[src/shared/ppwm_regs.svh]
// Register offsets, reset values and timing counts of the port duty block.
`ifndef PPWM_REGS_SVH
`define PPWM_REGS_SVH

// ----------------------------------------------------------------------------
// Register offsets
// ----------------------------------------------------------------------------
`define PPWM_OFS_PORT_1_0 8'h10
`define PPWM_OFS_PORT_3_2 8'h11
`define PPWM_OFS_PORT_5_4 8'h12

// ----------------------------------------------------------------------------
// Field positions
// ----------------------------------------------------------------------------
`define PPWM_HI_FIELD 7:4
`define PPWM_LO_FIELD 3:0

// ----------------------------------------------------------------------------
// Reset values and codes
// ----------------------------------------------------------------------------
`define PPWM_DUTY_RESET 8'h00
`define PPWM_UNMAPPED_READ 8'h00
`define PPWM_DUTY_STATIC 4'hf
`define PPWM_MASTER_OFF 4'h0

// ----------------------------------------------------------------------------
// Timing counts
// ----------------------------------------------------------------------------
`define PPWM_STEP_CYCLES 1
`define PPWM_STEPS 16

`endif

[src/shared/ppwm_pkg.sv]
// Types shared by the port duty block.
package ppwm_pkg;
    typedef logic [3:0] ppwm_duty_type;
    typedef logic [7:0] ppwm_byte_type;
    typedef enum logic [1:0] {
        ppwm_sel_none,
        ppwm_sel_1_0,
        ppwm_sel_3_2,
        ppwm_sel_5_4
    } ppwm_sel_type;
    typedef enum {
        ppwm_osc_stopped,
        ppwm_osc_running
    } ppwm_osc_type;
endpackage

[src/shared/ppwm_reg_if.sv]
// Interface between the control logic and the duty register store.
`timescale 1ns/1ps
interface ppwm_reg_if;
    logic wr;
    logic rd;
    ppwm_pkg::ppwm_sel_type sel;
    ppwm_pkg::ppwm_byte_type wdata;
    ppwm_pkg::ppwm_byte_type rdata;
    logic rvalid;
    ppwm_pkg::ppwm_duty_type duty [6];
    modport ctrl (output wr, output rd, output sel, output wdata,
                  input rdata, input rvalid, input duty);
    modport store (input wr, input rd, input sel, input wdata,
                   output rdata, output rvalid, output duty);
endinterface

[src/design/ppwm_duty_store.sv]
// Duty register store with registered read data.
`timescale 1ns/1ps
`include "ppwm_regs.svh"
module ppwm_duty_store
(
    input wire logic clk,
    input wire logic nrst,
    input wire logic ce,
    ppwm_reg_if.store bus
);
    ppwm_pkg::ppwm_byte_type regs [3];
    logic [1:0] idx;
    logic hit;
    ppwm_pkg::ppwm_byte_type next_rdata;

    assign hit = (bus.sel != ppwm_pkg::ppwm_sel_none);
    assign idx = 2'(bus.sel) - 2'h1;
    assign next_rdata = hit ? regs[idx] : `PPWM_UNMAPPED_READ;

    genvar g;
    generate
        for (g = 0; g < 3; g++)
        begin : g_port_pair
            assign bus.duty[2 * g] = regs[g][`PPWM_LO_FIELD];
            assign bus.duty[2 * g + 1] = regs[g][`PPWM_HI_FIELD];
            always_ff @(posedge clk)
            begin
                if (!nrst)
                    regs[g] <= `PPWM_DUTY_RESET;
                else if (ce && bus.wr && hit && idx == 2'(g))
                    regs[g] <= bus.wdata;
            end
        end
    endgenerate

    always_ff @(posedge clk)
    begin
        if (!nrst)
        begin
            bus.rdata <= `PPWM_UNMAPPED_READ;
            bus.rvalid <= 1'b0;
        end
        else if (ce)
        begin
            bus.rvalid <= bus.rd;
            if (bus.rd)
                bus.rdata <= next_rdata;
        end
    end
endmodule

[src/design/ppwm_port_pwm.sv]
// Per-port PWM intensity block for ports 0 to 5.
`timescale 1ns/1ps
`include "ppwm_regs.svh"
module ppwm_port_pwm
#(
    parameter int STEP_CYCLES = `PPWM_STEP_CYCLES
)
(
    input wire logic clk,
    input wire logic nrst,
    input wire logic ce,
    input wire logic [7:0] reg_addr,
    input wire logic [7:0] reg_wdata,
    input wire logic reg_wr,
    input wire logic reg_rd,
    output logic [7:0] reg_rdata,
    output logic reg_rvalid,
    input wire logic [3:0] master_intensity,
    output logic [5:0] port_pwm_on,
    output logic pwm_period_start
);
    generate
        if (STEP_CYCLES < 1)
        begin : g_bad_step
            $error("STEP_CYCLES must be at least 1.");
        end
    endgenerate

    // ------------------------------------------------------------------------
    // Register access decode
    // ------------------------------------------------------------------------
    function automatic ppwm_pkg::ppwm_sel_type decode_sel(input logic [7:0] a);
        case (a)
            `PPWM_OFS_PORT_1_0: decode_sel = ppwm_pkg::ppwm_sel_1_0;
            `PPWM_OFS_PORT_3_2: decode_sel = ppwm_pkg::ppwm_sel_3_2;
            `PPWM_OFS_PORT_5_4: decode_sel = ppwm_pkg::ppwm_sel_5_4;
            default: decode_sel = ppwm_pkg::ppwm_sel_none;
        endcase
    endfunction

    ppwm_reg_if rif ();

    assign rif.wr = reg_wr && !reg_rd;
    assign rif.rd = reg_rd;
    assign rif.sel = decode_sel(reg_addr);
    assign rif.wdata = reg_wdata;
    assign reg_rdata = rif.rdata;
    assign reg_rvalid = rif.rvalid;

    ppwm_duty_store u_store
    (
        .clk(clk),
        .nrst(nrst),
        .ce(ce),
        .bus(rif.store)
    );

    // ------------------------------------------------------------------------
    // Oscillator and PWM timebase
    // ------------------------------------------------------------------------
    localparam int PRE_W = (STEP_CYCLES > 1) ? $clog2(STEP_CYCLES) : 1;
    ppwm_pkg::ppwm_osc_type osc;
    ppwm_pkg::ppwm_osc_type next_osc;
    logic [PRE_W-1:0] pre;
    logic [3:0] step;
    logic step_tick;
    logic master_off;

    assign master_off = (master_intensity == `PPWM_MASTER_OFF);
    assign step_tick = (pre == PRE_W'(STEP_CYCLES - 1));

    always_comb
    begin
        case (osc)
            ppwm_pkg::ppwm_osc_stopped:
                next_osc = master_off ? ppwm_pkg::ppwm_osc_stopped
                                      : ppwm_pkg::ppwm_osc_running;
            ppwm_pkg::ppwm_osc_running:
                next_osc = master_off ? ppwm_pkg::ppwm_osc_stopped
                                      : ppwm_pkg::ppwm_osc_running;
            default:
                next_osc = ppwm_pkg::ppwm_osc_stopped;
        endcase
    end

    always_ff @(posedge clk)
    begin
        if (!nrst)
        begin
            osc <= ppwm_pkg::ppwm_osc_stopped;
            pre <= '0;
            step <= 4'h0;
        end
        else if (ce)
        begin
            osc <= next_osc;
            if (next_osc == ppwm_pkg::ppwm_osc_stopped)
            begin
                pre <= '0;
                step <= 4'h0;
            end
            else if (osc == ppwm_pkg::ppwm_osc_running)
            begin
                pre <= step_tick ? '0 : pre + PRE_W'(1);
                if (step_tick)
                    step <= step + 4'h1;
            end
        end
    end

    // ------------------------------------------------------------------------
    // Per-port duty compare
    // ------------------------------------------------------------------------
    logic [5:0] next_on;
    logic running;

    assign running = (osc == ppwm_pkg::ppwm_osc_running) && !master_off;

    genvar p;
    generate
        for (p = 0; p < 6; p++)
        begin : g_port
            logic is_static;
            assign is_static = (rif.duty[p] == `PPWM_DUTY_STATIC);
            assign next_on[p] = !running ? 1'b1
                              : is_static ? 1'b1
                              : (step <= rif.duty[p]);
        end
    endgenerate

    always_ff @(posedge clk)
    begin
        if (!nrst)
        begin
            port_pwm_on <= 6'h3f;
            pwm_period_start <= 1'b0;
        end
        else if (ce)
        begin
            port_pwm_on <= next_on;
            pwm_period_start <= running && step == 4'h0 && pre == '0;
        end
    end
endmodule

[config.mk]
export PLATFORM = sky130hd
export DESIGN_NAME = ppwm_port_pwm
export DESIGN_NICKNAME = d
export VERILOG_FILES = /design/src/shared/ppwm_pkg.sv /design/src/shared/ppwm_reg_if.sv /design/src/design/ppwm_duty_store.sv /design/src/design/ppwm_port_pwm.sv
export VERILOG_INCLUDE_DIRS = /design/src /design/src/shared
export SDC_FILE = /design/constraint.sdc
export NUM_CORES = 1
export LEC_CHECK = 0
export ABC_AREA = 0
export BUFFER_PORTS_ARGS = -buffer_cell sky130_fd_sc_hd__buf_2
export CORE_MARGIN = 2
export CORE_UTILIZATION = 57
export CTS_BUF_LIST = sky130_fd_sc_hd__clkbuf_16
export CTS_CLUSTER_DIAMETER = 50
export DETAILED_ROUTE_END_ITERATION = 12
export MAX_ROUTING_LAYER = met4
export PLACE_DENSITY_LB_ADDON = 0.3
export SLEW_MARGIN = 25
export SYNTH_ARGS = -nofsm -noshare
export SYNTH_HDL_FRONTEND = slang
export SYNTH_HIERARCHICAL = 1
export SYNTH_SLANG_ARGS = --single-unit
[constraint.sdc]
create_clock -name clk -period 3.07 [get_ports clk]
set_input_delay 0.4605 -clock clk [delete_from_list [all_inputs] [get_ports clk]]
set_output_delay 0.4605 -clock clk [all_outputs]
set_load 0.01 [all_outputs]
==> results of run 1 <==
-- power by group through the flow --
stage | logic, mW | registers, mW | clock network [mW]
CTS | 0.118 | 0.675 | 0.627
detailed placement | 0.116 | 0.688 | 0
finish | 0.119 | 0.676 | 0.622
global placement | 0.112 | 0.687 | 0
global route | 0.134 | 0.677 | 0.650
floorplan | 0.0726 | 0.681 | 0
-- layer usage --
layer	track usage, %	routed length, um	part of all wire, %
met1	29.76	2451	45
met4	8.805	82	1.5
met2	36.73	2614	48
met5	-	0	0
met3	3.056	265	4.9
-- path summary, 6_finish.rpt --
check | start | to | slack [ns] | cells past startpoint
min | pwm_period_start$_SDFFE_PN0P_ | pwm_period_start$_SDFFE_PN0P_ | 0.47 | 2
min reg2reg | pwm_period_start$_SDFFE_PN0P_ | pwm_period_start$_SDFFE_PN0P_ | 0.47 | 2
max reg2reg | step[1]$_SDFFE_PN0P_ | port_pwm_on[5]$_SDFFE_PN1P_ | 1.57 | 5
max | reg_addr[5] | u_store/regs[1][0]$_SDFFCE_PN0P_ | 0.94 | 9
-- cell usage after synthesis (2+ instances only) --
cell type  count  area [um2]
a21oi_1       24       120.1
a21oi_2        5       43.79
a22o_1         8       70.07
and2_1        24       150.1
buf_2          2       10.01
dfxtp_1       21       420.4
edfxtp_1      24       720.7
ha_1          30       375.4
inv_1         24       90.09
mux2i_1        8       80.08
nand2_1       16       60.06
nand2b_1       2       12.51
nand3_1        3       15.01
nand4_1       13       81.33
nor2_1        18       67.56
nor2_2         3       18.77
nor2b_1        6       37.54
o211ai_1       5       37.54
o21ai_0        7       35.03
-- kinds of logic after synthesis --
group / after synthesis
flip-flops: 45
adder cells (fa/ha/maj): 30
buffers and inverters: 29
AND/OR/NAND/NOR: 97
multiplexers: 8
AO/OA/AOI/OAI: 54
XOR/XNOR: 1
-- state kept, by name, summed over array words and instances (netlist names) --
| signal | cells |
|---|---|
| osc | 1 |
| step | 4 |
| u_store/regs | 24 |
| port_pwm_on | 6 |
| u_store/bus.rdata | 8 |
| u_store/bus.rvalid | 1 |
| pwm_period_start | 1 |
-- area by class of cell --
type,count,area share [%]
multi-input combinational,190,44.58
sequential,45,37.13
timing repair buffer,44,7.492
clock buffer,5,4.072
inverter,25,3.054
tap,52,2.117
clock inverter,3,1.547
-- worst register-to-register path, cell delays in order (launching register included) --
cell and delay, ns:
dfxtp_1 0.56, ha_1 0.33, nor2b_1 0.14, o211ai_1 0.16, a21oi_1 0.12, a21oi_2 0.13
-- per-stage QoR --
stage	setup slack [ns]	hold WS, ns
2_1_floorplan	0.3736	0.4874
3_3_place_gp	0.8031	0.4528
3_5_place_dp	0.6835	0.4568
4_1_cts	0.9784	0.4665
5_1_grt	0.7688	0.4850
6_report	0.9430	0.4658
==> results.yml, run 1 <==
timing:
  finalCritPeriodShare_pct: 69.29
  rsz0062_at_grt: "no"
  drv_slew: 0
  clock_skew_ns: 0.006328
  fin_tns_setup_ns: 0
  fin_crit_ns: 2.127
  hold_viol_final: 0
  setup_viol: 0
  relSlewSlack_pct: 64.43
  fmax_mhz: 470.1
  tightest_slew_ns: 0.5286
logic_synthesis:
  yosys_most_used_dff: "edfxtp_1"
  synth.avg_cell_area_um2: 9.976
  synth.distinct_cells: 40
  synthSimpleGateAreaFrac_pct: 21.09
  muxShareOfSynthArea_pct: 3.040
  synth_enable_flop_cells: 24
  ys_ff_latch: 45
  synth_compound_area_share_pct: 13.30
  synth_nets: 319
  synth_xor_area_share_pct: 0.3325
  synth_warnings: 6
  ys_seq_area_share_pct: 43.33
  synth_fa_ha_area_share_pct: 14.25
  syn_inst: 264
  syn-cell-area_mm2: 0.002634
  synth_top_family_by_area: "simple AND/OR/NAND/NOR gates"
  synth-async-reset-ratio_pct: 0
clock_network:
  cts_tree: "built"
  cts.clk_slew.worst_paths_ns: 0.06
  cts_setup_buffers: 0
  insertion_delay_ns: 0.28
  htreeDepth: 2
  cts-root-buf: "clkbuf_16"
  cts_sinks: 45
  cts-resized-gates: 0
  ctsLongestPathBuffers: 2
  cts_buffers: 5
  ctsHoldBuffers: 0
cells_and_area:
  layout_commonest_cell: "buf_2"
  fill_cells: 339
  layout_common_cells: "buf_2, ha_1"
  fin_cells: 364
  final_util_pct: 69.61
  area_growth_pct: 16.67
  nets: 366
  seq_area_mm2: 0.001141
  drive_gt1_share_pct: 21.79
  finalInstanceArea_mm2: 0.003073
  num_antenna_cells: 0
  multi_input_area_mm2: 0.001370
power_and_ir_drop:
  powerDensity_mw_per_mm2: 460.9
  p_clk_share_pct: 43.9
  p_seq_share_pct: 47.7
  swShare_pct: 22.77
  p_comb_share_pct: 8.4
  p_total_mw: 1.416
  p_int_mw: 1.094
  ir_worst_vdd_v: 0.0004083
  power_leakage_nw: 1.336
  switching_power_uw: 322.5
global_routing:
  grt_pass1_vias: 1871
  grt_max_degree: 17
  grt_pass1_wl_um: 8776
  grt_overflow_total: 0
  grt_usage_pct: 22.90
  antenna_found_initial: 0
critical_path:
  path_class: "in2reg"
  critPathRequiredTime_ns: 3.06
  cp_slowest_stage_delay_ns: 0.30
  worst_path_max_delay_cell: "nor4b_1"
  cp_max_fo: 8
  critPathTopFamily: "simple AND/OR/NAND/NOR gates"
  cp-start-kind: "input port"
  critPathBufInv: 3
  end_kind: "flop"
  path_cells: "buf_2, nor4b_1, nand2_1, nor2_1, inv_1, ha_1, nand2b_1, o21ai_0, buf_4"
  critPathArrivalTime_ns: 2.12
status:
  status: "finished, final reports clean"
floorplanning:
  io_pins: 41
  die_height_um: 71.98
  die_w_um: 71.98
  placementRows: 24
  start_util_pct: 59.67
  die_area_mm2: 0.005180
  core_region_area_mm2: 0.004414
placed_design:
  buffer_ports.inserted: 40
  place_inst: 356
  routabilityCongestion: 0.8456
  postPlaceCellArea_mm2: 0.002900
  dp_hpwl_um: 4076
route:
  drc: 0
  detailroute.via_count: 2087
  drtIter0Drc: 141
  vias_per_cell: 5.734
  drtPass1Iterations: 4
  antenna_left: 0
  routedWlPerCell_um: 14.87
  drt-total-wl_um: 5414
hold_path:
  hp-class: "reg2reg"
run:
  drv_cap: 0
No activity file was read; power rests on OpenSTA's default activity.
==> run 2, diff against run 1 <==
ABC_AREA = 1   (was 0)
clock period = 2 ns   (was 3.07 ns; I/O delays follow)
==> run 2 against run 1 <==
Effect of this change:
- sequential power increased by 55%
- sequential share of layout area decreased by 3.4 points
- total power increased by 48%
- global-route usage increased by 4.3 points
- largest power group unchanged
- largest cell class unchanged
- die area increased by 8.7%
- critical endpoint is now u_store/bus.rdata[0]$_SDFFE_PN0P_
==> results.yml, run 2 <==
cells_and_area:
  num_antenna_cells: 0
  top_register: "u_store/regs"
  largest_reg_flops: 24
  layout_commonest_cell: "nand2_1"
  area_growth_pct: 17.61
  layout_common_cells: "nand2_1, inv_1, nor2_1"
  final_util_pct: 70.72
  nets: 497
  drive_gt1_share_pct: 16.48
  top_regs: "u_store/regs x24, u_store/bus.rdata x8, port_pwm_on x6"
  fill_cells: 415
route:
  drt-total-wl_um: 6754
  drc: 0
  drtPass1Iterations: 5
  antenna_left: 0
  routedWlPerCell_um: 13.24
  vias_per_cell: 5.025
  detailroute.via_count: 2563
  drtIter0Drc: 110
logic_synthesis:
  synth_warnings: 6
  synth.most_common_cell: "nand2_1"
  synth.avg_cell_area_um2: 7.379
  yosys_most_used_dff: "edfxtp_1"
  synth.distinct_cells: 22
  synth_enable_flop_cells: 24
  syn_inst: 390
  synth-async-reset-ratio_pct: 0
  synthTopCellsByArea: "edfxtp_1, nand2_1, dfxtp_1"
  synth_top_cell_by_area: "edfxtp_1"
  syn-cell-area_mm2: 0.002878
  synth_top_area_share_pct: 25.04
  ys_seq_area_share_pct: 39.65
  synthTopCellsByCount: "nand2_1, inv_1, nor2_1, ha_1, a21oi_1"
  ys_ff_latch: 45
  synth_nets: 445
critical_path:
  cp-start-kind: "input port"
  critPathArrivalTime_ns: 2.00
  reg2reg_to: "port_pwm_on[0]$_SDFFE_PN1P_"
  reg2reg_slack_ns: 0.40
  reg2reg_from: "step[2]$_SDFFE_PN0P_"
  cp_max_fo: 16
  end_kind: "flop"
  reg2reg_depth: 9
  path_class: "in2reg"
  critPathRequiredTime_ns: 2.22
floorplanning:
  placementRows: 25
  die_w_um: 75.06
  io_pins: 41
  start_util_pct: 60.13
  die_height_um: 75.06
  die_area_mm2: 0.005633
  core_region_area_mm2: 0.004786
timing:
  fmax_mhz: 559.5
  drv_slew: 0
  setup_viol: 0
  hold_viol_final: 0
  fin_tns_setup_ns: 0
  rsz0062_at_grt: "no"
  clock_skew_ns: 0.005466
  relSlewSlack_pct: 67.79
  tightest_slew_ns: 0.4825
  fin_crit_ns: 1.787
  finalCritPeriodShare_pct: 89.36
status:
  status: "finished, final reports clean"
clock_network:
  cts-resized-gates: 0
  ctsLongestPathBuffers: 2
  ctsHoldBuffers: 0
  cts_sinks: 45
  cts_tree: "built"
  insertion_delay_ns: 0.29
  cts_buffers: 5
  htreeDepth: 2
  cts-root-buf: "clkbuf_16"
  cts.clk_slew.worst_paths_ns: 0.06
  cts_setup_buffers: 0
power_and_ir_drop:
  ir_worst_vdd_v: 0.0003919
  powerDensity_mw_per_mm2: 618.0
  power_leakage_nw: 1.821
hold_path:
  hp-class: "in2reg"
  hold_path_end: "u_store/regs[1][1]$_SDFFCE_PN0P_"
  whs_path_depth: 3
  min_from: "reg_wdata[1]"
placed_design:
  routabilityCongestion: 0.8379
  buffer_ports.inserted: 40
  dp_hpwl_um: 5177
global_routing:
  grt_pass1_vias: 2446
  grt_pass1_wl_um: 10830
  grt_overflow_total: 0
  grt_max_degree: 17
  grt_usage_pct: 27.22
  antenna_found_initial: 0
run:
  drv_cap: 0
[run 2: final cells by class]
| type | count | area [um2] | area share (%) |
|---|---|---|---|
| flip-flops and latches | 45 | 1141 | 33.72 |
| repair buffers | 49 | 267.8 | 7.911 |
| well taps | 67 | 83.83 | 2.477 |
| multi-input cells | 268 | 1469 | 43.40 |
| clock buffers | 5 | 125.1 | 3.697 |
| clock inverters | 3 | 18.77 | 0.5545 |
| inverters | 73 | 279.0 | 8.244 |
[run 2: worst max-delay path by stage]
| stage | from | endpoint | slack, ns | cells after the start |
|---|---|---|---|---|
| 2_1_floorplan | reg_addr[3] | u_store/bus.rdata[5]$_SDFFE_PN0P_ | 0.01 | 11 |
| 3_3_place_gp | reg_addr[3] | u_store/bus.rdata[3]$_SDFFE_PN0P_ | 0.02 | 9 |
| 3_5_place_dp | reg_addr[3] | u_store/bus.rdata[0]$_SDFFE_PN0P_ | -0.09 | 9 |
| 4_1_cts | reg_addr[3] | u_store/bus.rdata[0]$_SDFFE_PN0P_ | 0.20 | 9 |
| 5_1_grt | reg_addr[3] | u_store/bus.rdata[0]$_SDFFE_PN0P_ | 0.05 | 9 |
| 6_report | reg_addr[3] | u_store/bus.rdata[0]$_SDFFE_PN0P_ | 0.21 | 9 |
[run 2: power breakdown]
part           switching, mW  internal [mW]
sequential            0.0369           1.01
clock                  0.354          0.458
combinational          0.144         0.0893
[run 2: cell families (layout without fill, tap and decap cells)]
family | count (synthesis) | after routing | share of synthesized area, %
adders and majority gates | 30 | 30 | 13.04
DFF | 45 | 45 | 39.65
AOI/OAI and AO/OA | 34 | 34 | 6.521
buffers and inverters | 77 | 130 | 10.57
and+or+nand+nor | 204 | 204 | 30.22
[run 2: metal layers]
layer	global-route usage, %	wire, um
met1	28.73	2621
met2	49.22	3530
met3	3.882	401
met4	13.49	200
met5	-	0
[run 2: per-stage QoR]
step	std cells	hold WS (ns)	worst slack [ns]	instance area (um2)	power, mW
final	510	0.3412	0.2128	3385	2.092
after global routing	510	0.3620	0.05421	3385	2.170
after CTS	510	0.3399	0.2045	3385	2.096
after detailed placement	502	0.4482	-0.08831	3241	1.297
after global placement	502	0.4444	0.02047	3241	1.283
after floorplan	390	0.4569	0.01174	2923	1.202
[run 2: worst max-delay path, stage by stage]
cell,delay [ns]
buf_2,0.09
or2_2,0.32
a211oi_1,0.28
inv_1,0.10
ha_2,0.50
nor2_1,0.09
nor2_1,0.10
nand2_1,0.07
a21oi_1,0.14
==> run 3, diff against run 2 <==
ABC_AREA = default   (was 1)
==> run 3 against run 2 <==
Effect of this change:
- sequential power about the same
- critical path type unchanged
- via count decreased by 21%
- register-to-register slack better by 0.12 ns
- first-iteration DRC count decreased by 5.5%
- setup slack better by 0.063 ns
- sequential share of layout area increased by 2.8 points
- critical endpoint is now u_store/regs[1][6]$_SDFFCE_PN0P_
- final area decreased by 7.7%
- largest cell class unchanged
==> results.yml, run 3 (synthesized netlist as in run 1, its figures left out) <==
status:
  status: "finished, final reports clean"
global_routing:
  grt_usage_pct: 22.70
  grt_max_degree: 17
  grt_pass1_wl_um: 8631
  grt_overflow_total: 0
  antenna_found_initial: 0
  grt_pass1_vias: 1859
clock_network:
  ctsHoldBuffers: 0
  insertion_delay_ns: 0.29
  cts-resized-gates: 0
  cts-root-buf: "clkbuf_16"
  htreeDepth: 2
  ctsLongestPathBuffers: 2
  cts_tree: "built"
  cts_setup_buffers: 0
  cts.clk_slew.worst_paths_ns: 0.07
  cts_buffers: 5
  cts_sinks: 45
critical_path:
  cp_max_fo: 8
  path_cells: "buf_2, nor4b_2, nand2_1, nor2_1, inv_1, ha_2, nand3b_1, nor2_2, and2_1"
  critPathBufInv: 2
  critPathArrivalTime_ns: 1.88
  cp-start-kind: "input port"
  end_kind: "flop"
  critPathTopFamily: "simple AND/OR/NAND/NOR gates"
  cp_slowest_stage_delay_ns: 0.28
  worst_path_max_delay_cell: "nor2_2"
  path_class: "in2reg"
  critPathRequiredTime_ns: 2.16
cells_and_area:
  finalInstanceArea_mm2: 0.003126
  nets: 366
  largest_reg_flops: 24
  top_register: "u_store/regs"
  layout_commonest_cell: "buf_2"
  area_growth_pct: 18.67
  num_antenna_cells: 0
  layout_common_cells: "buf_2, ha_1"
  drive_gt1_share_pct: 24.04
  top_regs: "u_store/regs x24, u_store/bus.rdata x8, port_pwm_on x6"
  fill_cells: 336
floorplanning:
  die_height_um: 71.98
  die_area_mm2: 0.005180
  start_util_pct: 59.67
  io_pins: 41
  die_w_um: 71.98
  placementRows: 24
  core_region_area_mm2: 0.004414
timing:
  rsz0062_at_grt: "no"
  hold_viol_final: 0
  tightest_slew_ns: 0.4523
  setup_viol: 0
  fin_crit_ns: 1.724
  fin_ws_ns: 0.2762
  relSlewSlack_pct: 69.57
  drv_slew: 0
  fmax_mhz: 580.1
  clock_skew_ns: 0.008899
  finalCritPeriodShare_pct: 86.19
route:
  routedWlPerCell_um: 14.46
  drtIter0Drc: 104
  drtPass1Iterations: 4
  vias_per_cell: 5.555
  antenna_left: 0
  detailroute.via_count: 2022
  drt-total-wl_um: 5264
  drc: 0
placed_design:
  dp_hpwl_um: 4026
  routabilityCongestion: 0.8545
  pre_cts_slack_ns: -0.007177
  postPlaceCellArea_mm2: 0.002953
  buffer_ports.inserted: 40
hold_path:
  hp-class: "in2reg"
power_and_ir_drop:
  powerDensity_mw_per_mm2: 696.5
  ir_worst_vdd_v: 0.0006693
  power_leakage_nw: 1.352
run:
  drv_cap: 0
-- run 3: cell count changes in the layout (fill, tap and decap cells not counted), sizes merged, moves of 8 or more --
cell	before	now
nand2	128	17
nand4	5	13
mux2i	0	8
a22o	0	8
nor2	53	22
nand3	13	4
and2	0	25
inv	72	27
-- run 3: final cells by class --
class                           instances  area (um2)  area share (%)
Clock inverter                          3       47.55           1.521
Tap cell                               52       65.06           2.082
Inverter                               25       93.84           3.002
Multi-Input combinational cell        190        1423           45.52
Sequential cell                        45        1141           36.51
Timing Repair Buffer                   44       230.2           7.366
Clock buffer                            5       125.1           4.003
-- run 3: metal layers --
| layer | GRT usage, % | wire length, um |
|---|---|---|
| met1 | 28.62 | 2490 |
| met2 | 36.63 | 2532 |
| met3 | 4.861 | 192 |
| met4 | 7.547 | 49 |
| met5 | - | 0 |
-- run 3: path summary, 6_finish.rpt --
kind              cells past startpoint                                to                          start  slack, ns
hold / removal                        2  u_store/regs[1][5]$_SDFFCE_PN0P_                   reg_wdata[5]       0.31
setup reg to reg                      5       port_pwm_on[2]$_SDFFE_PN1P_           step[1]$_SDFFE_PN0P_       0.52
hold reg to reg                       2     pwm_period_start$_SDFFE_PN0P_  pwm_period_start$_SDFFE_PN0P_       0.46
setup / recovery                      9  u_store/regs[1][6]$_SDFFCE_PN0P_                    reg_addr[5]       0.28
-- run 3: worst register-to-register path: stages, from the launching register on --
cell,delay (ns)
dfxtp_1,0.54
ha_1,0.32
nor2b_1,0.14
o211ai_1,0.17
a21oi_1,0.12
a21oi_2,0.13
-- run 3: per-stage QoR --
stage | power [mW] | util [%] | instances | hold slack (ns) | setup TNS, ns
after floorplan | 1.161 | - | 264 | 0.3956 | 0
after global placement | 1.230 | 66.89 | 356 | 0.4532 | 0
final | 2.177 | 70.80 | 364 | 0.3139 | 0
after detailed placement | 1.236 | 66.89 | 356 | 0.4527 | -0.01229
after CTS | 2.194 | 70.80 | 364 | 0.3083 | 0
after global routing | 2.264 | 70.80 | 364 | 0.3169 | 0
-- run 3: where the power goes --
group | leakage [nW] | internal [mW] | switching [mW]
registers | 0.398 | 1.00 | 0.0335
logic | 0.870 | 0.0775 | 0.105
clock network | 0.0848 | 0.598 | 0.360
total | 1.35 | 1.68 | 0.498
